`src/hw/pfcu_pkg.sv`:
```
// Purpose: Shared constants for the PHY function control upper register block.
// Assumes: One 50 MHz clock; registers reached over APB with 32-bit data.
// Notes:   Register bits above the 16-bit register read as zero on the bus.

package pfcu_pkg;

  // ==========================================================================
  // Clock and bus shape
  localparam int unsigned CLK_FREQ_HZ = 50_000_000;
  localparam int          ADDR_W      = 12;
  localparam int          DATA_W      = 32;
  localparam int          REG_W       = 16;

  // ==========================================================================
  // Register map
  localparam logic [ADDR_W-1:0] PFC_INDEX       = 12'h019;
  localparam logic [ADDR_W-1:0] PFC_ADDR        = {PFC_INDEX[ADDR_W-3:0], 2'b00};
  localparam logic [ADDR_W-1:0] IRQ_STATUS_ADDR = 12'h080;
  localparam logic [ADDR_W-1:0] IRQ_MASK_ADDR   = 12'h084;

  // ==========================================================================
  // Field positions of the function control register
  localparam int BIT_XAUTO  = 15;
  localparam int BIT_XFORCE = 14;
  localparam int BIT_PRX    = 13;
  localparam int BIT_PTX    = 12;
  localparam int BIT_INJ    = 11;
  localparam int BIT_SEQ    = 10;
  localparam int BIT_RES    = 9;
  localparam int BIT_RUN    = 8;
  localparam int BIT_BYP    = 7;

  // Writable bits; everything else in the register ignores writes.
  localparam logic [REG_W-1:0] PFC_WRITE_MASK = 16'hcd80;
  localparam logic [REG_W-1:0] PFC_RESET      = 16'h0000;

  // ==========================================================================
  // Interrupt status and mask layout
  localparam int              IRQ_W            = 2;
  localparam int              IRQ_SELFTEST_FAIL = 0;
  localparam int              IRQ_PAUSE_CHANGE = 1;
  localparam logic [IRQ_W-1:0] IRQ_RESET       = 2'h0;

  // Pause advertisement field: symmetric pause and asymmetric direction.
  localparam int PAUSE_SYM  = 0;
  localparam int PAUSE_ASYM = 1;

  // ==========================================================================
  // Timing
  localparam int unsigned STRETCH_MS     = 50;
  localparam int unsigned STRETCH_CYCLES = (CLK_FREQ_HZ / 1000) * STRETCH_MS;
  localparam int          STRETCH_CNT_W  = 22;
  localparam int          LED_N          = 3;
  localparam logic [1:0]  STRAP_SETTLE   = 2'h2;

  typedef enum logic [0:0] {
    PFCU_STRAP_WAIT,
    PFCU_STRAP_DONE
  } pfcu_strap_st_t;

endpackage

```
`src/hw/pfcu_phy_function_control_upper.sv`:
```
// Purpose: Upper half of the per-port PHY function control register, APB slave.
// Assumes: Pause, duplex, self-test and indicator inputs share pclk; strap is a pin.
// Notes:   Interrupt status clears on read; a set in the same cycle wins.
//
// Functional notes
// - Bit 15 loads from the strap after reset, is writable, and enables auto crossover.
// - Bit 14 resets to 0 and when set forces the pairs into the crossed arrangement.
// - Read-only bit 13 resets to 0 and reports the resolved pause receive enable.
// - Read-only bit 12 resets to 0 and reports the resolved pause transmit enable.
// - Pause results follow the standard resolution table and only for full duplex.
// - Writing 1 to bit 11 injects exactly one self-test error, then the bit clears.
// - Bit 8 runs the self-test, bit 10 picks the long sequence, bit 9 reports pass or fail.
// - Self-test errors are counted outside this register, fed by an error pulse.
// - Bit 7 resets to 0 and when set makes each indicator follow its raw signal.

`timescale 1ns/100ps

module pfcu_phy_function_control_upper #(
  parameter int unsigned STRETCH_LEN = pfcu_pkg::STRETCH_CYCLES
) (
  // Clock and reset
  input  wire logic                        pclk,
  input  wire logic                        presetn,
  // APB slave
  input  wire logic                        psel,
  input  wire logic                        penable,
  input  wire logic                        pwrite,
  input  wire logic [pfcu_pkg::ADDR_W-1:0] paddr,
  input  wire logic [pfcu_pkg::DATA_W-1:0] pwdata,
  output logic      [pfcu_pkg::DATA_W-1:0] prdata,
  output logic                             pready,
  output logic                             pslverr,
  // Strap pin
  input  wire logic                        strap_crossover_auto,
  // Auto-negotiation results
  input  wire logic [1:0]                  local_ability_advert,
  input  wire logic [1:0]                  partner_ability_register,
  input  wire logic                        hcd_valid,
  input  wire logic                        hcd_full_duplex,
  // Self-test checker
  input  wire logic                        selftest_error_detect,
  // Indicators
  input  wire logic [pfcu_pkg::LED_N-1:0]  indicator_raw,
  output logic      [pfcu_pkg::LED_N-1:0]  indicator_out,
  // Controls to the PHY
  output logic                             crossover_auto_enable,
  output logic                             crossover_force,
  output logic                             pause_rx_enable,
  output logic                             pause_tx_enable,
  output logic                             selftest_run,
  output logic                             long_sequence_select,
  output logic                             selftest_error_inject,
  output logic                             selftest_error_count_pulse,
  output logic                             indicator_stretch_bypass,
  // Interrupt
  output logic                             irq
);
  import pfcu_pkg::*;

  localparam logic [STRETCH_CNT_W-1:0] STRETCH_LOAD = STRETCH_CNT_W'(STRETCH_LEN);

  function automatic logic bus_hit(input logic [ADDR_W-1:0] a, input logic [ADDR_W-1:0] r);
    bus_hit = (a == r);
  endfunction

  // ==========================================================================
  // APB decode
  wire logic setup_ph   = psel & ~penable;
  wire logic access_ph  = psel & penable;
  wire logic hit_pfc    = bus_hit(paddr, PFC_ADDR);
  wire logic hit_status = bus_hit(paddr, IRQ_STATUS_ADDR);
  wire logic hit_mask   = bus_hit(paddr, IRQ_MASK_ADDR);
  wire logic mapped     = hit_pfc | hit_status | hit_mask;
  wire logic wr_pfc     = access_ph & pwrite & hit_pfc;
  wire logic wr_mask    = access_ph & pwrite & hit_mask;
  wire logic rd_status  = access_ph & ~pwrite & hit_status;

  // Zero wait states: every access finishes in its first access cycle.
  assign pready  = 1'b1;
  assign pslverr = access_ph & ~mapped;

  // ==========================================================================
  // Strap synchroniser and capture
  logic           strap_s1_q;
  logic           strap_s2_q;
  logic [1:0]     settle_q;
  pfcu_strap_st_t strap_st_q;

  always_ff @(posedge pclk or negedge presetn) begin
    if (!presetn) begin
      strap_s1_q <= 1'b0;
      strap_s2_q <= 1'b0;
    end else begin
      strap_s1_q <= strap_crossover_auto;
      strap_s2_q <= strap_s1_q;
    end
  end

  // The strap is sampled only once the synchroniser has filled after release.
  wire logic strap_load = (strap_st_q == PFCU_STRAP_WAIT) && (settle_q == STRAP_SETTLE);

  always_ff @(posedge pclk or negedge presetn) begin
    if (!presetn) begin
      settle_q   <= 2'h0;
      strap_st_q <= PFCU_STRAP_WAIT;
    end else begin
      unique case (strap_st_q)
        PFCU_STRAP_WAIT: begin
          settle_q <= settle_q + 2'h1;
          if (strap_load) begin
            strap_st_q <= PFCU_STRAP_DONE;
          end
        end
        PFCU_STRAP_DONE: begin
          settle_q <= settle_q;
        end
      endcase
    end
  end

  // ==========================================================================
  // Writable control bits
  logic xauto_q, xforce_q, inject_q, seq_q, run_q, bypass_q;
  logic fail_q, prx_q, ptx_q;

  wire logic [REG_W-1:0] wdat = pwdata[REG_W-1:0] & PFC_WRITE_MASK;

  always_ff @(posedge pclk or negedge presetn) begin
    if (!presetn) begin
      xauto_q  <= PFC_RESET[BIT_XAUTO];
      xforce_q <= PFC_RESET[BIT_XFORCE];
      seq_q    <= PFC_RESET[BIT_SEQ];
      run_q    <= PFC_RESET[BIT_RUN];
      bypass_q <= PFC_RESET[BIT_BYP];
    end else if (wr_pfc) begin
      xauto_q  <= wdat[BIT_XAUTO];
      xforce_q <= wdat[BIT_XFORCE];
      seq_q    <= wdat[BIT_SEQ];
      run_q    <= wdat[BIT_RUN];
      bypass_q <= wdat[BIT_BYP];
    end else if (strap_load) begin
      xauto_q  <= strap_s2_q;
    end
  end

  // The inject bit lives exactly one cycle, which is the single error request.
  always_ff @(posedge pclk or negedge presetn) begin
    if (!presetn) begin
      inject_q <= PFC_RESET[BIT_INJ];
    end else begin
      inject_q <= wr_pfc & wdat[BIT_INJ];
    end
  end

  // ==========================================================================
  // Self-test result and error forwarding
  wire logic fail_d = run_q & (fail_q | selftest_error_detect);

  always_ff @(posedge pclk or negedge presetn) begin
    if (!presetn) begin
      fail_q                     <= 1'b0;
      selftest_error_count_pulse <= 1'b0;
    end else begin
      fail_q                     <= fail_d;
      selftest_error_count_pulse <= run_q & selftest_error_detect;
    end
  end

  wire logic result_bit = run_q & ~fail_q;

  // ==========================================================================
  // Pause resolution
  logic prx_c, ptx_c;

  pfcu_pause_resolve u_pause (
    .local_pause     (local_ability_advert),
    .partner_pause   (partner_ability_register),
    .hcd_valid       (hcd_valid),
    .hcd_full_duplex (hcd_full_duplex),
    .pause_rx        (prx_c),
    .pause_tx        (ptx_c)
  );

  always_ff @(posedge pclk or negedge presetn) begin
    if (!presetn) begin
      prx_q <= PFC_RESET[BIT_PRX];
      ptx_q <= PFC_RESET[BIT_PTX];
    end else begin
      prx_q <= prx_c;
      ptx_q <= ptx_c;
    end
  end

  // ==========================================================================
  // Indicator pulse stretching
  logic [STRETCH_CNT_W-1:0] hold_q [LED_N];
  logic [LED_N-1:0]         led_q;

  always_ff @(posedge pclk or negedge presetn) begin
    if (!presetn) begin
      for (int i = 0; i < LED_N; i++) begin
        hold_q[i] <= '0;
      end
    end else begin
      for (int i = 0; i < LED_N; i++) begin
        if (indicator_raw[i]) begin
          hold_q[i] <= STRETCH_LOAD;
        end else if (hold_q[i] != '0) begin
          hold_q[i] <= hold_q[i] - STRETCH_CNT_W'(1);
        end
      end
    end
  end

  logic [LED_N-1:0] stretched;
  always_comb begin
    stretched = '0;
    for (int i = 0; i < LED_N; i++) begin
      stretched[i] = indicator_raw[i] | (hold_q[i] != '0);
    end
  end

  // Registered so the pins see no glitch from the counter compare.
  always_ff @(posedge pclk or negedge presetn) begin
    if (!presetn) begin
      led_q <= '0;
    end else begin
      led_q <= bypass_q ? indicator_raw : stretched;
    end
  end

  // ==========================================================================
  // Interrupt status and mask
  logic [IRQ_W-1:0] status_q, mask_q, shown_q;
  logic [IRQ_W-1:0] ev;

  always_comb begin
    ev = '0;
    ev[IRQ_SELFTEST_FAIL] = fail_d & ~fail_q;
    ev[IRQ_PAUSE_CHANGE]  = (prx_c != prx_q) | (ptx_c != ptx_q);
  end

  // Only the bits the reader actually saw are cleared; new events always win.
  wire logic [IRQ_W-1:0] status_d = (status_q & ~(rd_status ? shown_q : '0)) | ev;

  always_ff @(posedge pclk or negedge presetn) begin
    if (!presetn) begin
      status_q <= IRQ_RESET;
      mask_q   <= IRQ_RESET;
    end else begin
      status_q <= status_d;
      if (wr_mask) begin
        mask_q <= pwdata[IRQ_W-1:0];
      end
    end
  end

  always_ff @(posedge pclk or negedge presetn) begin
    if (!presetn) begin
      irq <= 1'b0;
    end else begin
      irq <= |(status_d & mask_q);
    end
  end

  // ==========================================================================
  // Read data, captured in the setup cycle
  logic [REG_W-1:0] pfc_view;
  always_comb begin
    pfc_view             = '0;
    pfc_view[BIT_XAUTO]  = xauto_q;
    pfc_view[BIT_XFORCE] = xforce_q;
    pfc_view[BIT_PRX]    = prx_q;
    pfc_view[BIT_PTX]    = ptx_q;
    pfc_view[BIT_INJ]    = inject_q;
    pfc_view[BIT_SEQ]    = seq_q;
    pfc_view[BIT_RES]    = result_bit;
    pfc_view[BIT_RUN]    = run_q;
    pfc_view[BIT_BYP]    = bypass_q;
  end

  wire logic [DATA_W-1:0] rd_mux =
    hit_pfc    ? {{(DATA_W-REG_W){1'b0}}, pfc_view} :
    hit_status ? {{(DATA_W-IRQ_W){1'b0}}, status_q} :
    hit_mask   ? {{(DATA_W-IRQ_W){1'b0}}, mask_q}   : '0;

  always_ff @(posedge pclk or negedge presetn) begin
    if (!presetn) begin
      prdata  <= '0;
      shown_q <= '0;
    end else if (setup_ph && !pwrite) begin
      prdata  <= rd_mux;
      shown_q <= hit_status ? status_q : '0;
    end
  end

  // ==========================================================================
  // Outputs
  assign crossover_auto_enable    = xauto_q;
  assign crossover_force          = xforce_q;
  assign pause_rx_enable          = prx_q;
  assign pause_tx_enable          = ptx_q;
  assign selftest_run             = run_q;
  assign long_sequence_select     = seq_q;
  assign selftest_error_inject    = inject_q;
  assign indicator_stretch_bypass = bypass_q;
  assign indicator_out            = led_q;

  // ==========================================================================
  // Checks
  chk_strap_loads_auto: assert property (@(posedge pclk) disable iff (!presetn)
    (strap_load && !wr_pfc) |=> (crossover_auto_enable == $past(strap_s2_q)))
    else $error("auto crossover did not take the strap value");

  chk_force_write_only: assert property (@(posedge pclk) disable iff (!presetn)
    (!wr_pfc) |=> $stable(crossover_force))
    else $error("force crossover changed without a write");

  chk_pause_rx_halfdup: assert property (@(posedge pclk) disable iff (!presetn)
    (!(hcd_valid && hcd_full_duplex)) |=> (!pause_rx_enable && !pause_tx_enable))
    else $error("pause resolved without full duplex");

  chk_pause_rx_table: assert property (@(posedge pclk) disable iff (!presetn)
    (hcd_valid && hcd_full_duplex && local_ability_advert[PAUSE_SYM]
     && partner_ability_register[PAUSE_SYM]) |=> (pause_rx_enable && pause_tx_enable))
    else $error("symmetric pause not resolved to both directions");

  chk_pause_tx_asym: assert property (@(posedge pclk) disable iff (!presetn)
    (hcd_valid && hcd_full_duplex && local_ability_advert == 2'h2
     && partner_ability_register == 2'h3) |=> (pause_tx_enable && !pause_rx_enable))
    else $error("asymmetric transmit pause not resolved");

  chk_inject_one_pulse: assert property (@(posedge pclk) disable iff (!presetn)
    selftest_error_inject |=> !selftest_error_inject)
    else $error("error inject lasted more than one cycle");

  chk_inject_on_write: assert property (@(posedge pclk) disable iff (!presetn)
    (wr_pfc && pwdata[BIT_INJ]) |=> selftest_error_inject)
    else $error("error inject did not follow the write");

  chk_fail_latched: assert property (@(posedge pclk) disable iff (!presetn)
    (run_q && selftest_error_detect && !wr_pfc) |=> (!result_bit) [*2])
    else $error("self-test failure not latched");

  chk_result_stopped: assert property (@(posedge pclk) disable iff (!presetn)
    (!selftest_run) |=> !fail_q)
    else $error("self-test fail latch kept while stopped");

  chk_count_pulse: assert property (@(posedge pclk) disable iff (!presetn)
    (selftest_run && selftest_error_detect) |=> selftest_error_count_pulse)
    else $error("error count pulse missing");

  chk_bypass_follows: assert property (@(posedge pclk) disable iff (!presetn)
    indicator_stretch_bypass |=> (indicator_out == $past(indicator_raw)))
    else $error("indicator did not follow raw signal in bypass");

  chk_ro_bits_ignore: assert property (@(posedge pclk) disable iff (!presetn)
    wr_pfc |=> (pause_rx_enable == $past(prx_c) && pause_tx_enable == $past(ptx_c)))
    else $error("write reached a read-only pause bit");

  chk_irq_mask_gate: assert property (@(posedge pclk) disable iff (!presetn)
    (mask_q == '0) |=> (mask_q == '0) |-> !irq)
    else $error("interrupt raised while fully masked");

endmodule

```
`src/hw/pfcu_pause_resolve.sv`:
```
// Purpose: Pause resolution from local and partner pause advertisement.
// Assumes: Inputs come from logic on the same clock.
// Notes:   Purely combinational; the caller registers the results.

`timescale 1ns/100ps

module pfcu_pause_resolve (
  // Advertisement
  input  wire logic [1:0] local_pause,
  input  wire logic [1:0] partner_pause,
  // Resolved technology
  input  wire logic       hcd_valid,
  input  wire logic       hcd_full_duplex,
  // Results
  output logic            pause_rx,
  output logic            pause_tx
);
  import pfcu_pkg::*;

  // ==========================================================================
  // Resolution table
  wire logic l_sym  = local_pause[PAUSE_SYM];
  wire logic l_asym = local_pause[PAUSE_ASYM];
  wire logic p_sym  = partner_pause[PAUSE_SYM];
  wire logic p_asym = partner_pause[PAUSE_ASYM];
  wire logic fd_ok  = hcd_valid & hcd_full_duplex;

  // Half duplex never resolves pause, whatever both sides advertise.
  wire logic both_sym = l_sym & p_sym;
  wire logic rx_only  = l_sym & l_asym & ~p_sym & p_asym;
  wire logic tx_only  = ~l_sym & l_asym & p_sym & p_asym;

  assign pause_rx = fd_ok & (both_sym | rx_only);
  assign pause_tx = fd_ok & (both_sym | tx_only);

endmodule

```
`config.mk`:
```
export PLATFORM = sky130hd
export DESIGN_NAME = pfcu_phy_function_control_upper
export DESIGN_NICKNAME = d
export VERILOG_FILES = /design/src/hw/pfcu_pkg.sv /design/src/hw/pfcu_phy_function_control_upper.sv /design/src/hw/pfcu_pause_resolve.sv
export SDC_FILE = /design/constraint.sdc
export NUM_CORES = 1
export LEC_CHECK = 0
export BUFFER_PORTS_ARGS = -buffer_cell sky130_fd_sc_hd__buf_2
export CAP_MARGIN = 40
export CORE_ASPECT_RATIO = 0.75
export CORE_UTILIZATION = 53
export DETAILED_ROUTE_END_ITERATION = 12
export GPL_ROUTABILITY_DRIVEN = 1
export PLACE_DENSITY = 0.78
export SKIP_LAST_GASP = 1
export SLEW_MARGIN = 20
export SYNTH_ARGS = -nofsm -noshare
export SYNTH_HDL_FRONTEND = slang
export SYNTH_HIERARCHICAL = 1
export SYNTH_SLANG_ARGS = --single-unit
```
`constraint.sdc`:
```
create_clock -name pclk -period 5.3 [get_ports pclk]
set_input_delay 0.53 -clock pclk [delete_from_list [all_inputs] [get_ports pclk]]
set_output_delay 0.53 -clock pclk [all_outputs]
set_load 0.005 [all_outputs]
```
# Yosys cells after proc, flatten, opt, wreduce, memory -nomap -nowiden
# Index checks and enable logic that the tools add are counted.
# op_classes
reduce_logical	11
mux	17
shift	0
order_cmp	0
div_mod_pow	0
eq_ne	6
n_addsub	4
n_mul	0
n_bitwise	43
# ops
op	n
2-to-1 mux 22 bit	6
nonzero test 22 bit	3
subtractor 22 x 1 -> 22 bit (second input constant)	3
== test 12 x 8 -> 1 bit (second input constant)	2
AND 1 bit	23
2-to-1 mux 16 bit	1
== test 12 x 7 -> 1 bit (second input constant)	1
2-to-1 mux 2 bit	5
OR 1 bit	9
nonzero test 2 bit	4
NOT 1 bit	7
AND 2 bit	2
2-to-1 mux 1 bit	4
2-to-1 mux 3 bit	1
adder 2 x 1 -> 2 bit (second input constant)	1
== test 2 bit (second input constant)	1
logical AND 1 bit	2
!= test 1 bit	2
NOT 2 bit	1
OR 2 bit	1
OR reduction 2 bit	1
logical NOT 1 bit	1
# word_totals
output_inout_bits	47
latchBits	0
ram_bits	0
memories	0
ff_bits	123
mem_bits_ro	0
inputBits	60

# Depth between registers and ports, before layout
# depth
ltp_word	11
mapped_depth	8

# Hierarchy
# Netlist, hierarchy kept.
# by_module_without_submodules
mod	instances	seq_area_each_um2	cells_each	area_each_um2
pfcu_phy_function_control_upper	1	2552.4	520	5206.2
pfcu_pause_resolve	1	0.0	6	27.5

# Least setup slack after synthesis
# OpenSTA, ideal clock, no wires.
# synth_timing
kind	flip-flop to flip-flop
startpoint	register hold_q[14] (netlist bit)
endpoint	register hold_q[8] (netlist bit)
period_less_slack_ps	2034
required_time_ps	5176
slack_ps	3266
path_stages_with_launch	6
setup_ps	124
path_buffers	1
arrival_ps	1910
path_cell_list	dfrtp_1 -> or4_4 -> nor4_4 -> buf_6 -> a211oi_1 -> a211o_1
# synth_via
elab_chain_cells	2
# synth_lines
element	line	source
start, declared	pfcu_phy_function_control_upper.sv:196	logic [STRETCH_CNT_W-1:0] hold_q [LED_N];
start signal, assigned by index	pfcu_phy_function_control_upper.sv:209	hold_q[i] <= hold_q[i] - STRETCH_CNT_W'(1);
nonzero test 22 bit	pfcu_phy_function_control_upper.sv:208	end else if (hold_q[i] != '0) begin
nonzero test 2 bit (no source line)	n/a	
# No other way between the ends.
# A chain may end at the register's enable or synchronous reset.

# Worst setup path after layout
# layout_timing
startpoint	register hold_q[32] (netlist bit)
endpoint	register hold_q[39] (netlist bit)
# layout_via
elab_chain_cells	3
elab_cells_between_ends	5
classes_between	1 x add/sub; 2 x mux; 2 x reduce/logical
# layout_lines
element	line	source
subtractor 22 x 1 -> 22 bit	pfcu_phy_function_control_upper.sv:209	
2-to-1 mux 22 bit	pfcu_phy_function_control_upper.sv:208	
2-to-1 mux 22 bit	pfcu_phy_function_control_upper.sv:206	if (indicator_raw[i]) begin
# Parallel ways exist; a longest one is shown, timed or not. The select of a mux whose other input is x is not followed.

==> flow_summary.yaml <==
status:
  status: "completed"
pwr:
  vdd_drop_max_uv: 170
  power.density_nw_per_um2: 279
  p_leak_nw: 2.51
floorplan:
  num_rows: 31
  dieArea_sq_um: 10300
  die_width_um: 117
  die_y_um: 88.1
  io_pins: 107
  start_util_pct: 54.4
  core-area_sq_um: 9620
yosys:
  synthCells: 526
  ys_top_cells_by_area: "dfrtp_1, xnor2_1, nor2_1, buf_4, a21oi_1"
  synth_edf_count: 0
  async_reset_ff_share_pct: 100
  avgSynthCellArea_sq_um: 9.95
  synth_xor_area_share_pct: 5.52
  yosysTopAreaCellShare_pct: 48.8
  synth.yosys.warnings: 6
  synth_top_family_by_area: "simple AND/OR/NAND/NOR gates"
  ys_seq_area_share_pct: 48.8
  synth_top_area_cell: "dfrtp_1"
  synth_compound_area_share_pct: 12.9
  netlist_top_cells_count: "dfrtp_1, nor2_1, nand2_1"
  synth_simple_gate_area_share_pct: 23.2
  syn-cell-area_sq_um: 5230
  synth_fa_ha_area_share_pct: 0.956
  ys_ff_latch: 102
  synth_most_common_cell: "dfrtp_1"
  synth_mux_area_share_pct: 2.82
  ys_types: 57
  ys.flop_type: "dfrtp_1"
worst_setup_path:
  cp_top_family: "simple AND/OR/NAND/NOR gates"
  crit_chain: "nor4_2 -> nand4_1 -> o211ai_2 -> nor4_1 -> or3_1"
  rr_endpoint: "hold_q[39]"
  reg2reg_from: "hold_q[32]"
  max_stage_delay_ns: 0.63
  regToRegSetupSlack_ns: 2.60
  reg2regPathDepth: 5
  cp.required_ns: 5.51
  crit_arrival_ns: 2.91
  endpoint_kind: "flop"
  cp_slowest_cell: "o211ai_2"
  worstSetupPathType: "reg -> reg"
  cp-start-kind: "flop"
  timing.critical_path.buf_inv: 0
  cp_max_fo: 14
detailed_routing:
  drc: 0
  drtAntennaViolNets: 0
  vias: 4030
  dr.pass1.iters: 5
  drt-total-wl_mm: 9.99
  via_per_inst: 5.61
  drt_iter0_drc: 193
  detail_route.wl_per_cell_um: 13.9
timing:
  setup_viol: 0
  whs_ns: 0.122
  clock_skew_ns: 0.00503
  post-route-period-util_pct: 50.9
  worst_slew_pin_slew_ns: 0.597
  fin_tns_setup_ns: 0
  fin_ws_ns: 2.60
  relSlewSlack_pct: 59.9
  fmax_ghz: 0.370
  period_needed_ns: 2.70
  hold_violations: 0
  rsz0062_at_grt: "false"
  drv_slew: 0
cells_and_area:
  drive_above_1_share_pct: 17.6
  regArea_sq_um: 2550
  syn2layout_area_growth_pct: 11.8
  multiInputGateArea_sq_um: 2460
  nets: 646
  fin_util_pct: 60.8
  antennaDiodeCount: 0
  fillCellCount: 805
grt:
  grt_pass1_vias: 3806
  grt_pass1_wl_mm: 17.1
  antenna_found_initial: 0
  grt.total_usage_pct: 21.2
  grt_max_degree: 56
  grt_overflow: 0
clocking:
  clkTransAtPathRegs_ns: 0.07
  cts_tree: "yes"
  post_cts_buffers: 0
  cts_max_level: 3
  worstSkewPairLatency_ns: 0.34
  cts_hold_buf: 0
  cts-resized-gates: 0
  cts_sinks: 102
  cts_made_buffers: 9
  clockBufferDepth: 2
  cts-root-buf: "clkbuf_16"
placed_design:
  io_buffers: 60
  dp_slack_ns: 2.60
  dp_hpwl_mm: 6.99
  gp_congestion: 0.804
flow_run:
  cap_violations: 0
hold_path:
  hp-class: "in -> async"
-- worst max-delay path by stage --
stage	slack, ns	end	depth (start not counted)	start
floorplan	3.27	hold_q[8]	5	hold_q[14]
global placement	2.69	hold_q[39]	5	hold_q[32]
detailed placement	2.60	hold_q[39]	5	hold_q[32]
CTS	2.58	hold_q[39]	5	hold_q[32]
global route	2.32	hold_q[39]	5	hold_q[32]
finish	2.60	hold_q[39]	5	hold_q[32]
-- kinds of logic (layout without fill, tap and decap cells) --
family / Yosys count / after routing
AND/OR/NAND/NOR: 216 / 216
AO/OA/AOI/OAI: 102 / 102
flip-flops: 102 / 102
buffers and inverters: 53 / 93
multiplexers: 14 / 14
other: 2 / 22
adder cells (fa/ha/maj): 4 / 4
XOR/XNOR: 33 / 33
-- layer usage --
metal | wire, um | global-route usage, % | vias up | share of wire, %
li1 | - | - | 1950 | -
met1 | 4720 | 28.7 | 1969 | 47
met2 | 4780 | 34.2 | 103 | 48
met3 | 401 | 5.12 | 8 | 4.0
met4 | 86 | 5.98 | 0 | 0.86
met5 | 0 | 0 | - | 0
-- placed cells by master (no fill, tap or decap), types with 13 or more instances in the layout --
| cell | n |
|---|---|
| nand2b_1 | 15 |
| nor3_1 | 17 |
| buf_2 | 60 |
| inv_1 | 14 |
| nor2_1 | 55 |
| or3_1 | 15 |
| xnor2_1 | 26 |
| conb_1 | 22 |
| nand2_1 | 32 |
| o21ai_0 | 21 |
| nor4_1 | 13 |
| nand3_1 | 14 |
| a21oi_1 | 29 |
| dfrtp_1 | 102 |
-- through the flow --
stage               instance area [sq um]  total power (W)  instances
finish                               5850          0.00164        718
detailed placement                   5580          0.00104        703
global placement                     5540          0.00103        700
floorplan                            5310         0.000990        546
CTS                                  5850          0.00166        718
global route                         5850          0.00172        718
-- power by group --
part           total, W  switching, W  internal, W  leakage (nW)
clock network  0.000608      0.000289     0.000319         0.124
logic          0.000177     0.0000989    0.0000784          1.14
registers      0.000850     0.0000407     0.000810          1.24
-- area by class of cell --
type                    count  area share (%)
inverters                  14           0.898
multi-input cells         391            42.0
repair buffers             64            5.99
clock buffers               9            3.85
clock inverters             6           0.834
well taps                 132            2.82
flip-flops and latches    102            43.6
-- sequential cells by signal (all words and copies together), names as in the netlist, 2 cells and up --
register       flops
hold_q            66
indicator_out      3
mask_q             2
prdata            11
settle_q           2
shown_q            2
status_q           2
No activity file was read; power rests on OpenSTA's default activity.
